===== config.mk =====
export PLATFORM = sky130hd
export DESIGN_NAME = dpdc_ctrl
export DESIGN_NICKNAME = d
export VERILOG_FILES = /design/src/rtl/dpdc_pkg.sv /design/src/rtl/dpdc_ctrl.sv
export SDC_FILE = /design/constraint.sdc
export NUM_CORES = 2
export LEC_CHECK = 0
export BUFFER_PORTS_ARGS = -buffer_cell sky130_fd_sc_hd__buf_4
export CAP_MARGIN = 20
export CORE_MARGIN = 2
export CORE_UTILIZATION = 60
export DETAILED_ROUTE_END_ITERATION = 12
export GPL_TIMING_DRIVEN = 0
export HOLD_SLACK_MARGIN = 0.08
export PLACE_DENSITY = 0.8
export SLEW_MARGIN = 20
export SYNTH_ARGS = -nofsm -noshare
export SYNTH_HDL_FRONTEND = slang
export SYNTH_SLANG_ARGS = --single-unit

===== constraint.sdc =====
create_clock -name ref_clk -period 16.8 [get_ports ref_clk]
set_input_delay 0.84 -clock ref_clk [delete_from_list [all_inputs] [get_ports ref_clk]]
set_output_delay 0.84 -clock ref_clk [all_outputs]
set_load 0.01 [all_outputs]

===== src/rtl/dpdc_pkg.sv =====
// Package: register map, field widths and timing constants for the dual loop control
package dpdc_pkg;
   // Register byte offsets
   localparam logic [7:0] REG_CTRL      = 8'h00;
   localparam logic [7:0] REG_REFSEL    = 8'h04;
   localparam logic [7:0] REG_STEP_LO   = 8'h08;
   localparam logic [7:0] REG_STEP_HI   = 8'h0C;
   localparam logic [7:0] REG_DCO_CMD   = 8'h10;
   localparam logic [7:0] REG_DEN24_0   = 8'h14;
   localparam logic [7:0] REG_DEN24_1   = 8'h18;
   localparam logic [7:0] REG_STATUS    = 8'h1C;
   localparam logic [7:0] REG_NUM0_LO   = 8'h20;
   localparam logic [7:0] REG_NUM0_HI   = 8'h24;
   localparam logic [7:0] REG_NUM1_LO   = 8'h28;
   localparam logic [7:0] REG_NUM1_HI   = 8'h2C;
   localparam logic [7:0] REG_GAIN      = 8'h30;
   // CTRL field positions
   localparam int CTRL_AEN0    = 0;
   localparam int CTRL_AEN1    = 1;
   localparam int CTRL_DEN0    = 2;
   localparam int CTRL_DEN1    = 3;
   localparam int CTRL_MODE0   = 4;
   localparam int CTRL_MODE1   = 5;
   localparam int CTRL_DCO0    = 6;
   localparam int CTRL_DCO1    = 7;
   localparam int CTRL_PRIO    = 8;
   localparam int CTRL_CASC    = 9;
   localparam int CTRL_POSTDIV = 10;
   localparam logic [31:0] CTRL_RESET = 32'h0000_0033;
   // REFSEL fields: per loop, bit0 cascade select, bit1 preferred input
   localparam int RS_STRIDE = 4;
   // DCO command bits: per loop, bit0 up, bit1 down
   localparam int DCO_STRIDE = 2;
   // Widths
   localparam int FRAC_W = 40;
   localparam int DEN24_W = 24;
   localparam int PHASE_W = 16;
   // Timing in ns and clock cycles; reset values
   localparam int CLK_PERIOD_NS = 10;
   localparam int REF_VALID_NS  = 10000;
   localparam int REF_VALID_CYC = (REF_VALID_NS + CLK_PERIOD_NS - 1) / CLK_PERIOD_NS;
   localparam int CAL_NS        = 2000;
   localparam int CAL_CYC       = (CAL_NS + CLK_PERIOD_NS - 1) / CLK_PERIOD_NS;
   localparam logic [39:0] CENTER_NUM = 40'h80_0000_0000;
   localparam logic [31:0] DEN24_RESET = 32'h0080_0000;
   localparam logic [3:0] GAIN_RESET = 4'h4;
   // Analog loop states
   typedef enum logic [1:0] {
      ALOOP_OFF  = 2'b00,
      ALOOP_CAL  = 2'b01,
      ALOOP_HOLD = 2'b10,
      ALOOP_FREE = 2'b11
   } dpdc_aloop_t;
   // Digital loop states
   typedef enum logic [1:0] {
      DLOOP_IDLE    = 2'b00,
      DLOOP_QUALIFY = 2'b01,
      DLOOP_FIRST   = 2'b10,
      DLOOP_TRACK   = 2'b11
   } dpdc_dloop_t;
endpackage


===== src/rtl/dpdc_ctrl.sv =====
// Dual digital/analog loop domain control with Avalon-MM register slave
`timescale 1ns/1ps
// How it works
// Each digital loop: phase comparator, loop filter, 40-bit fractional divider numerator.
// Digital loop reference mux: cascaded other-domain clock or an external input.
// Analog loop reference mux: cascaded other-domain clock or crystal input.
// Software never cascades one oscillator to both references of a pair.
// Fixed 40-bit denominator steered by digital loop; 24-bit one selectable alone.
// Post-divider value 1 bypasses divider, oscillator feeds distribution directly.
// Controlled-oscillator mode steps numerator up or down by programmed step.
// Software keeps loop bandwidth below comparator/100, analog/10 and 4 kHz.
// At start each analog loop locks to crystal and free-runs.
// Digital loop acquires only after valid reference, chosen by priority.
// Comparator phase error filtered and applied to analog numerator.
// Two digital loops lock or unlock independently of each other.
// Cascaded: primary held at center until secondary locks, then free-runs.
// First correction after qualify cancels error unfiltered; later ones filtered.
// Software confirms primary lock, toggles secondary enable, rechecks lock.
// Secondary digital off in cascade: secondary oscillator tracks primary domain.
// Software uses 24-bit denominator when digital loop disabled.
// Analog-only mode: analog loops lock in order set by start priority.
// Denominator mode zero selects 24-bit, one selects fixed 40-bit.
// Analog-only: digital loops do not touch analog loops; stepping still works.
// Software powers down unused digital or analog loops.
// Secondary digital loop drives secondary analog numerator.
// Loss of reference: switch to another input or enter holdover.
// Lock indication readable per digital and analog loop.
module dpdc_ctrl #(
   parameter int REF_VALID_CYCLES = dpdc_pkg::REF_VALID_CYC
) (
   input  wire logic        ref_clk,
   input  wire logic        rst_b,
   input  wire logic [7:0]  avs_address,
   input  wire logic        avs_read,
   input  wire logic        avs_write,
   input  wire logic [31:0] avs_writedata,
   input  wire logic [3:0]  avs_byteenable,
   output logic [31:0]      avs_readdata,
   output logic             avs_waitrequest,
   input  wire logic [1:0]  ref_lost,
   input  wire logic [1:0]  aloop_locked_in,
   input  wire logic [31:0] phase_err0,
   input  wire logic [31:0] phase_err1,
   output logic [39:0]      analog_num0,
   output logic [39:0]      analog_num1,
   output logic [1:0]       den_fixed_sel,
   output logic [1:0]       aloop_ref_casc,
   output logic [1:0]       dloop_ref_casc,
   output logic [1:0]       dloop_ref_index,
   output logic             postdiv_bypass
);
   // ref_lost and aloop_locked_in pass two flip-flops before use; phase_err0/1 are used directly
   logic [1:0] lost_s1_q;
   logic [1:0] lost_s2_q;
   logic [1:0] alock_s1_q;
   logic [1:0] alock_s2_q;
   always_ff @(posedge ref_clk) begin
      lost_s1_q  <= ref_lost;
      lost_s2_q  <= lost_s1_q;
      alock_s1_q <= aloop_locked_in;
      alock_s2_q <= alock_s1_q;
   end

   // Software registers
   logic [31:0] ctrl_q;
   logic [31:0] refsel_q;
   logic [39:0] step_q;
   logic [23:0] den0_q;
   logic [23:0] den1_q;
   logic [3:0]  gain_q;
   logic [3:0]  dco_cmd_q;
   logic        ack_q;

   // Byte-enable merge, used for every writable word except REG_GAIN and REG_DCO_CMD
   function automatic logic [31:0] merge(input logic [31:0] old, input logic [31:0] nw,
                                         input logic [3:0] be);
      logic [31:0] r;
      r = old;
      for (int i = 0; i < 4; i++) begin
         if (be[i]) begin
            r[i*8 +: 8] = nw[i*8 +: 8];
         end
      end
      return r;
   endfunction

   // One wait cycle per access, so every request answers on the second edge
   wire req = avs_read | avs_write;
   wire wr_go = avs_write & ack_q;
   assign avs_waitrequest = req & ~ack_q;
   always_ff @(posedge ref_clk) begin
      if (!rst_b) begin
         ack_q <= 1'b0;
      end else begin
         ack_q <= req & ~ack_q;
      end
   end

   wire [31:0] step_lo_w = merge(step_q[31:0], avs_writedata, avs_byteenable);
   wire [31:0] step_hi_w = merge({24'h00_0000, step_q[39:32]}, avs_writedata, avs_byteenable);
   wire [31:0] ctrl_w    = merge(ctrl_q, avs_writedata, avs_byteenable);
   wire [31:0] refsel_w  = merge(refsel_q, avs_writedata, avs_byteenable);
   wire [31:0] den0_w    = merge({8'h00, den0_q}, avs_writedata, avs_byteenable);
   wire [31:0] den1_w    = merge({8'h00, den1_q}, avs_writedata, avs_byteenable);

   // Register writes; DCO command is a one-cycle pulse
   always_ff @(posedge ref_clk) begin
      if (!rst_b) begin
         ctrl_q    <= dpdc_pkg::CTRL_RESET;
         refsel_q  <= 32'h0000_0000;
         step_q    <= 40'h00_0000_0000;
         den0_q    <= dpdc_pkg::DEN24_RESET[23:0];
         den1_q    <= dpdc_pkg::DEN24_RESET[23:0];
         gain_q    <= dpdc_pkg::GAIN_RESET;
         dco_cmd_q <= 4'h0;
      end else begin
         dco_cmd_q <= (wr_go && avs_address == dpdc_pkg::REG_DCO_CMD) ?
                      avs_writedata[3:0] : 4'h0;
         if (wr_go) begin
            unique case (avs_address)
               dpdc_pkg::REG_CTRL:    ctrl_q   <= ctrl_w;
               dpdc_pkg::REG_REFSEL:  refsel_q <= refsel_w;
               dpdc_pkg::REG_STEP_LO: step_q[31:0]  <= step_lo_w;
               dpdc_pkg::REG_STEP_HI: step_q[39:32] <= step_hi_w[7:0];
               dpdc_pkg::REG_DEN24_0: den0_q <= den0_w[23:0];
               dpdc_pkg::REG_DEN24_1: den1_q <= den1_w[23:0];
               dpdc_pkg::REG_GAIN:    gain_q <= avs_writedata[3:0];
               default: ;
            endcase
         end
      end
   end

   // Decoded controls
   wire [1:0] aen   = ctrl_q[dpdc_pkg::CTRL_AEN1:dpdc_pkg::CTRL_AEN0];
   wire [1:0] den   = ctrl_q[dpdc_pkg::CTRL_DEN1:dpdc_pkg::CTRL_DEN0];
   wire [1:0] mode  = ctrl_q[dpdc_pkg::CTRL_MODE1:dpdc_pkg::CTRL_MODE0];
   wire [1:0] dco   = ctrl_q[dpdc_pkg::CTRL_DCO1:dpdc_pkg::CTRL_DCO0];
   wire       prio  = ctrl_q[dpdc_pkg::CTRL_PRIO];   // 0: primary first
   wire       casc  = ctrl_q[dpdc_pkg::CTRL_CASC];   // secondary analog fed from primary
   wire [3:0] pdiv  = ctrl_q[dpdc_pkg::CTRL_POSTDIV +: 4];

   // Per-loop state
   dpdc_pkg::dpdc_aloop_t aq [2];
   dpdc_pkg::dpdc_dloop_t dq [2];
   logic [15:0] cnt_q [2];
   logic [39:0] num_q [2];
   logic [1:0]  sel_q;
   // Comparator words, one per loop
   wire  [31:0] perr [2];
   assign perr[0] = phase_err0;
   assign perr[1] = phase_err1;

   // Loop filter scaling: shift the sign-extended error by the gain setting
   function automatic logic [39:0] filt(input logic [31:0] e, input logic [3:0] g);
      logic [39:0] x;
      x = {{8{e[31]}}, e};
      return $signed(x) >>> g;
   endfunction

   genvar k;
   generate
      for (k = 0; k < 2; k++) begin : g_loop
         // Start order: the lower-priority loop waits for the other to lock or be held at centre
         // Priority bit names the loop that starts first
         wire first = (k == 1);
         // Held at centre counts as settled, else cascade start deadlocks
         wire peer_settled = (aq[1-k] == dpdc_pkg::ALOOP_FREE) |
                             (aq[1-k] == dpdc_pkg::ALOOP_HOLD);
         wire my_turn = (prio == first) | peer_settled | ~aen[1-k];

         // Cascaded: primary held at center until secondary locks
         wire hold_center = (k == 0) & casc & aen[1] & ~alock_s2_q[1];
         wire ref_ok = ~lost_s2_q[sel_q[k]];
         wire alt_ok = ~lost_s2_q[~sel_q[k]];

         // Preferred input, and whether it or the other is usable
         wire pref        = refsel_q[k*dpdc_pkg::RS_STRIDE + 1];
         wire pref_ok     = ~lost_s2_q[pref];
         wire pref_alt_ok = ~lost_s2_q[~pref];

         wire steer = den[k] & (dq[k] == dpdc_pkg::DLOOP_TRACK ||
                                dq[k] == dpdc_pkg::DLOOP_FIRST);
         wire up   = dco[k] & dco_cmd_q[k*dpdc_pkg::DCO_STRIDE];
         wire down = dco[k] & dco_cmd_q[k*dpdc_pkg::DCO_STRIDE + 1];

         // Analog loop sequence
         always_ff @(posedge ref_clk) begin
            if (!rst_b || !aen[k]) begin
               aq[k] <= dpdc_pkg::ALOOP_OFF;
            end else begin
               unique case (aq[k])
                  // Off until the start order allows calibration
                  dpdc_pkg::ALOOP_OFF:  if (my_turn) aq[k] <= dpdc_pkg::ALOOP_CAL;
                  dpdc_pkg::ALOOP_CAL:  if (alock_s2_q[k] && !hold_center)
                                           aq[k] <= dpdc_pkg::ALOOP_FREE;
                                        else if (hold_center)
                                           aq[k] <= dpdc_pkg::ALOOP_HOLD;
                  dpdc_pkg::ALOOP_HOLD: if (!hold_center) aq[k] <= dpdc_pkg::ALOOP_CAL;
                  dpdc_pkg::ALOOP_FREE: if (!alock_s2_q[k]) aq[k] <= dpdc_pkg::ALOOP_CAL;
               endcase
            end
         end

         // Digital loop: qualify, unfiltered first word, then filtered
         always_ff @(posedge ref_clk) begin
            if (!rst_b || !den[k] || aq[k] != dpdc_pkg::ALOOP_FREE) begin
               dq[k]    <= dpdc_pkg::DLOOP_IDLE;
               cnt_q[k] <= 16'h0000;
               sel_q[k] <= refsel_q[k*dpdc_pkg::RS_STRIDE + 1];
            end else begin
               unique case (dq[k])
                  dpdc_pkg::DLOOP_IDLE: begin
                     // Preferred input if valid, else the other if that is valid
                     sel_q[k] <= (pref_ok || !pref_alt_ok) ? pref : ~pref;
                     cnt_q[k] <= 16'h0000;
                     if (pref_ok || pref_alt_ok) dq[k] <= dpdc_pkg::DLOOP_QUALIFY;
                  end
                  // Loss of the selected input during qualification restarts the search
                  dpdc_pkg::DLOOP_QUALIFY: begin
                     cnt_q[k] <= cnt_q[k] + 16'h0001;
                     if (!ref_ok) dq[k] <= dpdc_pkg::DLOOP_IDLE;
                     else if (32'(cnt_q[k]) >= REF_VALID_CYCLES - 1)
                        dq[k] <= dpdc_pkg::DLOOP_FIRST;
                  end
                  dpdc_pkg::DLOOP_FIRST: dq[k] <= dpdc_pkg::DLOOP_TRACK;
                  // Lost input: hop to the other, else holdover
                  dpdc_pkg::DLOOP_TRACK: begin
                     if (!ref_ok && alt_ok) sel_q[k] <= ~sel_q[k];
                     else if (!ref_ok) dq[k] <= dpdc_pkg::DLOOP_IDLE;
                  end
               endcase
            end
         end

         // Numerator: phase correction, stepping, holdover keeps last value
         always_ff @(posedge ref_clk) begin
            if (!rst_b || aq[k] != dpdc_pkg::ALOOP_FREE) begin
               num_q[k] <= dpdc_pkg::CENTER_NUM;
            end else if (steer && dq[k] == dpdc_pkg::DLOOP_FIRST) begin
               num_q[k] <= num_q[k] + {{8{perr[k][31]}}, perr[k]};
            end else if (steer && dq[k] == dpdc_pkg::DLOOP_TRACK && ref_ok) begin
               num_q[k] <= num_q[k] + filt(perr[k], gain_q);
            end else if (up) begin
               num_q[k] <= num_q[k] + step_q;
            end else if (down) begin
               num_q[k] <= num_q[k] - step_q;
            end
         end
      end
   endgenerate

   // In cascade, secondary oscillator follows primary numerator when its digital loop is off and the primary's is on
   wire follow = casc & den[0] & ~den[1];
   assign analog_num0 = num_q[0];
   assign analog_num1 = follow ? num_q[0] : num_q[1];
   assign den_fixed_sel = mode;
   assign aloop_ref_casc = {casc, refsel_q[0]};

   // Primary digital cascade on spare bit 2; bit 0 stays analog only
   assign dloop_ref_casc = {refsel_q[dpdc_pkg::RS_STRIDE],
                            refsel_q[2]};
   assign dloop_ref_index = sel_q;
   assign postdiv_bypass = (pdiv == 4'h1);

   // Status: lock per loop and state codes
   wire [31:0] status_w = {16'h0000, 2'b00, dq[1], dq[0], 2'b00, aq[1], aq[0],
                           (dq[1] == dpdc_pkg::DLOOP_TRACK), (dq[0] == dpdc_pkg::DLOOP_TRACK),
                           (aq[1] == dpdc_pkg::ALOOP_FREE), (aq[0] == dpdc_pkg::ALOOP_FREE)};

   // Read mux; unknown offsets give zero
   wire [31:0] rmux_w =
      (avs_address == dpdc_pkg::REG_CTRL)    ? ctrl_q :
      (avs_address == dpdc_pkg::REG_REFSEL)  ? refsel_q :
      (avs_address == dpdc_pkg::REG_STEP_LO) ? step_q[31:0] :
      (avs_address == dpdc_pkg::REG_STEP_HI) ? {24'h00_0000, step_q[39:32]} :
      (avs_address == dpdc_pkg::REG_DEN24_0) ? {8'h00, den0_q} :
      (avs_address == dpdc_pkg::REG_DEN24_1) ? {8'h00, den1_q} :
      (avs_address == dpdc_pkg::REG_STATUS)  ? status_w :
      (avs_address == dpdc_pkg::REG_NUM0_LO) ? num_q[0][31:0] :
      (avs_address == dpdc_pkg::REG_NUM0_HI) ? {24'h00_0000, num_q[0][39:32]} :
      (avs_address == dpdc_pkg::REG_NUM1_LO) ? num_q[1][31:0] :
      (avs_address == dpdc_pkg::REG_NUM1_HI) ? {24'h00_0000, num_q[1][39:32]} :
      (avs_address == dpdc_pkg::REG_GAIN)    ? {28'h000_0000, gain_q} : 32'h0000_0000;

   // Read data registered at the first edge of the access, before the answer; unmapped reads give zero
   always_ff @(posedge ref_clk) begin
      if (!rst_b) begin
         avs_readdata <= 32'h0000_0000;
      end else if (avs_read && !ack_q) begin
         avs_readdata <= rmux_w;
      end
   end
endmodule


==> metrics.txt <==
result of the run completed; DRC 0; clock transition at the registers of the reported paths 0.07 ns; Worst Max-Slew Pin Slew 1.12 ns; TritonCTS clock tree built; Synth warnings 0; Tightest Hold Check Type flop to flop; fraction of registers with async set or reset after synthesis 0%; Gate Count Post-Synth 3667; Fill cells 4035; Skew-Pair Late Insertion Delay 0.58 ns; launch point of the worst reg-to-reg path gain_q[0]; Clock H-tree levels 2; Post-Syn Nets 3986; wire length of the first global-routing pass 185 mm; launch instance of the worst min-delay path lost_s1_q[0]; final routed wire length divided by cell count 27.6 um; pin count of the biggest net entering global routing 32; detailed router's first-iteration violation count 4481; die extent in y 227 um; Max Fanout on Critical Path 10; Horiz. Die Dim 227 um; worst setup path startpoint gain_q[0]; initial core utilization 60.9%; max-slew violation count 0; P_leak 14.2 nW; worst voltage drop across the vdd grid 0.104 mV; R2R cell count 24; Fin. Hold Viols 0; clk sink count 323; total global-route track usage 48.1%; I/O pins 238; growth of design area from synthesis to finish 12.9%; Synth cell types 98; 1st-pass router iterations 9; fraction of final layout cells with drive strength greater than 1 12.5%; CP Launch Type flop; Placer Congestion 1.09; Floorplan Core Area 49100 um2; cell area after synthesis 29900 um2; final clock skew 0.0247 ns; number of flops mapped to enable cells by yosys 121; fin crit period 9.51 ns; dpl cells 4567; setup tns final 0 ns; Post-CTS Hold Fix Bufs 0; quantity of gates resized following cts 0; Avg Synthesized Cell Area 8.15 um2; register-to-register setup slack 7.29 ns; non-filler cells in the finished layout 4637; synthesis-stage register bit count 323; data arrival time at the worst-slack endpoint 9.80 ns; sequential share of the synthesized area 25.7%; period utilisation layout 56.6%; terminus of the critical flop-to-flop path num_q[0][38]; type of the worst setup path flop to flop; Most used DFF post-synth sky130_fd_sc_hd__dfxtp_1; post-layout instance area 33700 um2; number of maximum-capacitance constraint violations 0; DR vias 32400; endpoint kind of the worst setup timing path flop; CTS max path bufs 3; relative slew slack 25.2%; Antenna Nets Post-Route 0; detailed-route wire length 128 mm; Power Density 90.9 nW/um2; antenna violations before repair 8; die area 51600 um2; peak clock frequency supported by timing 0.105 GHz; I/O Buffers 233; via count of the first global-routing pass 30600; setup repair after global routing missed its margin no; final setup violation count 0; routed vias/inst 6.99; NumNets Final 4262; number of CTS-inserted buffers 36; detailed placement HPWL 101 mm; data required time at the worst endpoint 17.09 ns; Placement Cell Area 32500 um2; row count 81; capturing element of the worst setup path num_q[0][38]; clock root cell sky130_fd_sc_hd__clkbuf_16; number of buffers added for setup after CTS 0; overall overflow remaining after global route 0; overall power after layout 0.00307 W
## cell usage in the layout (no fill, tap or decap), drive strengths merged, types with 99 or more instances in the layout
cell type / count
a21oi: 288
ha: 198
nand2: 462
dfxtp: 202
a21o: 99
clkbuf: 218
mux2i: 112
inv: 122
nor2: 323
edfxtp: 121
a21boi: 119
buf: 284
o21ai: 201
nand3: 117
## cell usage after synthesis (16+ instances only)
cell                       instances  area share (%)
sky130_fd_sc_hd__nand2_1         458             5.8
sky130_fd_sc_hd__nand2b_1         45            0.94
sky130_fd_sc_hd__o21a_1           24            0.60
sky130_fd_sc_hd__o211ai_1         16            0.40
sky130_fd_sc_hd__nor3_1           57            0.95
sky130_fd_sc_hd__mux4_2           60             4.5
sky130_fd_sc_hd__buf_1            23            0.29
sky130_fd_sc_hd__a221oi_1         47             1.4
sky130_fd_sc_hd__a222oi_1         22            0.74
sky130_fd_sc_hd__ha_1            198             8.3
sky130_fd_sc_hd__o22ai_1          27            0.57
sky130_fd_sc_hd__edfxtp_1        121              12
sky130_fd_sc_hd__a22oi_1          45             1.1
sky130_fd_sc_hd__o21bai_1         31            0.78
sky130_fd_sc_hd__o221ai_1         29            0.85
sky130_fd_sc_hd__xnor2_1          70             2.1
sky130_fd_sc_hd__dfxtp_1         202              14
sky130_fd_sc_hd__a221o_1          26            0.87
sky130_fd_sc_hd__and2_1           24            0.50
sky130_fd_sc_hd__inv_1           121             1.5
sky130_fd_sc_hd__a211oi_1         31            0.78
sky130_fd_sc_hd__nor2b_1          69             1.4
sky130_fd_sc_hd__nand3_1         117             2.0
sky130_fd_sc_hd__o211a_1          21            0.70
sky130_fd_sc_hd__mux2i_1         112             3.8
sky130_fd_sc_hd__or3_1            25            0.52
sky130_fd_sc_hd__o31ai_1          17            0.43
sky130_fd_sc_hd__a21boi_0        117             2.9
sky130_fd_sc_hd__a21o_1           99             2.5
sky130_fd_sc_hd__a31oi_1          43            0.90
sky130_fd_sc_hd__mux2_2           63             2.4
sky130_fd_sc_hd__nand4_1          20            0.42
sky130_fd_sc_hd__xor2_1           75             2.2
sky130_fd_sc_hd__nor2_1          320             4.0
sky130_fd_sc_hd__o21ai_0         188             3.1
sky130_fd_sc_hd__a21oi_1         287             4.8
sky130_fd_sc_hd__and3_1           34            0.71
sky130_fd_sc_hd__clkbuf_1        166             2.1
## stage by stage
step                      hold slack (ns)  worst slack (ns)  utilization (%)
after global placement              0.310              7.83             66.2
after floorplan                     0.310             10.63                -
final                               0.326              7.29             68.8
after CTS                           0.326              7.92             68.7
after global routing                0.332              6.85             68.8
after detailed placement            0.312              7.94             66.3
## kinds of logic (layout without fill, tap and decap cells)
group	after synthesis	in the layout	synth area share, %
xor gates and xnor gates	145	145	4.25
DFF	323	323	25.7
AOI/OAI and AO/OA	1184	1184	27.0
buffers and inverters	333	635	4.45
and+or+nand+nor	1243	1243	19.3
other	0	4	0
adders and majority gates	203	203	8.63
muxes	236	236	10.7
## registers in the layout, indices dropped and copies added, names as in the netlist
name,count
ack_q,1
aq,4
den0_q,24
alock_s2_q,2
gain_q,4
dloop_ref_index,2
lost_s1_q,2
lost_s2_q,2
avs_readdata,32
dco_cmd_q,4
refsel_q,32
alock_s1_q,2
cnt_q,32
num_q,80
den1_q,24
dq,4
ctrl_q,32
step_q,40
## routing by layer
layer,up-vias,track usage (%),wire [um]
met5,-,0,75
met4,12,40.5,12300
met2,2487,74.1,55000
met1,15100,55.9,44300
li1,14200,-,-
met3,643,12.9,16200
## how the worst min path moves through the flow
stage | cells after the start | to | slack (ns)
after floorplan | 0 | alock_s2_q[0] | 0.31
after global placement | 0 | alock_s2_q[1] | 0.31
after CTS | 0 | lost_s2_q[0] | 0.33
after detailed placement | 0 | alock_s2_q[1] | 0.31
after global routing | 0 | lost_s2_q[0] | 0.33
final | 0 | lost_s2_q[0] | 0.33
## power breakdown
| part | total [W] | switching [W] | internal (W) | leakage, nW |
|---|---|---|---|---|
| clock network | 0.000811 | 0.000353 | 0.000458 | 0.572 |
| registers | 0.00100 | 0.000138 | 0.000864 | 3.09 |
| logic | 0.00125 | 0.000755 | 0.000499 | 10.5 |
| total | 0.00307 | 0.00125 | 0.00182 | 14.2 |
## worst max-delay path: stages (launching register included)
cell,delay [ns]
sky130_fd_sc_hd__dfxtp_1,0.31
sky130_fd_sc_hd__buf_4,0.24
sky130_fd_sc_hd__buf_1,0.60
sky130_fd_sc_hd__clkbuf_1,0.51
sky130_fd_sc_hd__buf_1,0.76
sky130_fd_sc_hd__clkbuf_1,0.86
sky130_fd_sc_hd__buf_1,0.66
sky130_fd_sc_hd__o21ai_0,0.28
sky130_fd_sc_hd__mux2i_1,0.31
sky130_fd_sc_hd__nand2_1,0.08
sky130_fd_sc_hd__o21ai_0,0.14
sky130_fd_sc_hd__ha_1,0.23
sky130_fd_sc_hd__inv_1,0.06
sky130_fd_sc_hd__fa_1,0.43
sky130_fd_sc_hd__nor2b_1,0.13
sky130_fd_sc_hd__o21ai_1,0.10
sky130_fd_sc_hd__a2111oi_0,0.73
sky130_fd_sc_hd__o21ai_1,0.23
sky130_fd_sc_hd__a21oi_1,0.61
sky130_fd_sc_hd__o21ai_0,0.37
sky130_fd_sc_hd__o311ai_1,0.84
sky130_fd_sc_hd__mux2i_1,0.26
sky130_fd_sc_hd__o21ai_0,0.10
sky130_fd_sc_hd__a221oi_1,0.23
sky130_fd_sc_hd__o21ai_0,0.13
## area by class of cell
class                      count  area (um2)  area share, %
timing repair buffer         238        1810           5.37
clock buffer                  52        1020           3.03
multi-input combinational   3011       20900           62.0
clock inverter                12         151          0.449
buffer                       212         875           2.59
antenna                        4        10.0         0.0297
tap                          664         831           2.46
sequential                   323        7680           22.8
inverter                     121         454           1.35
No activity file was read; power rests on OpenSTA's default activity.
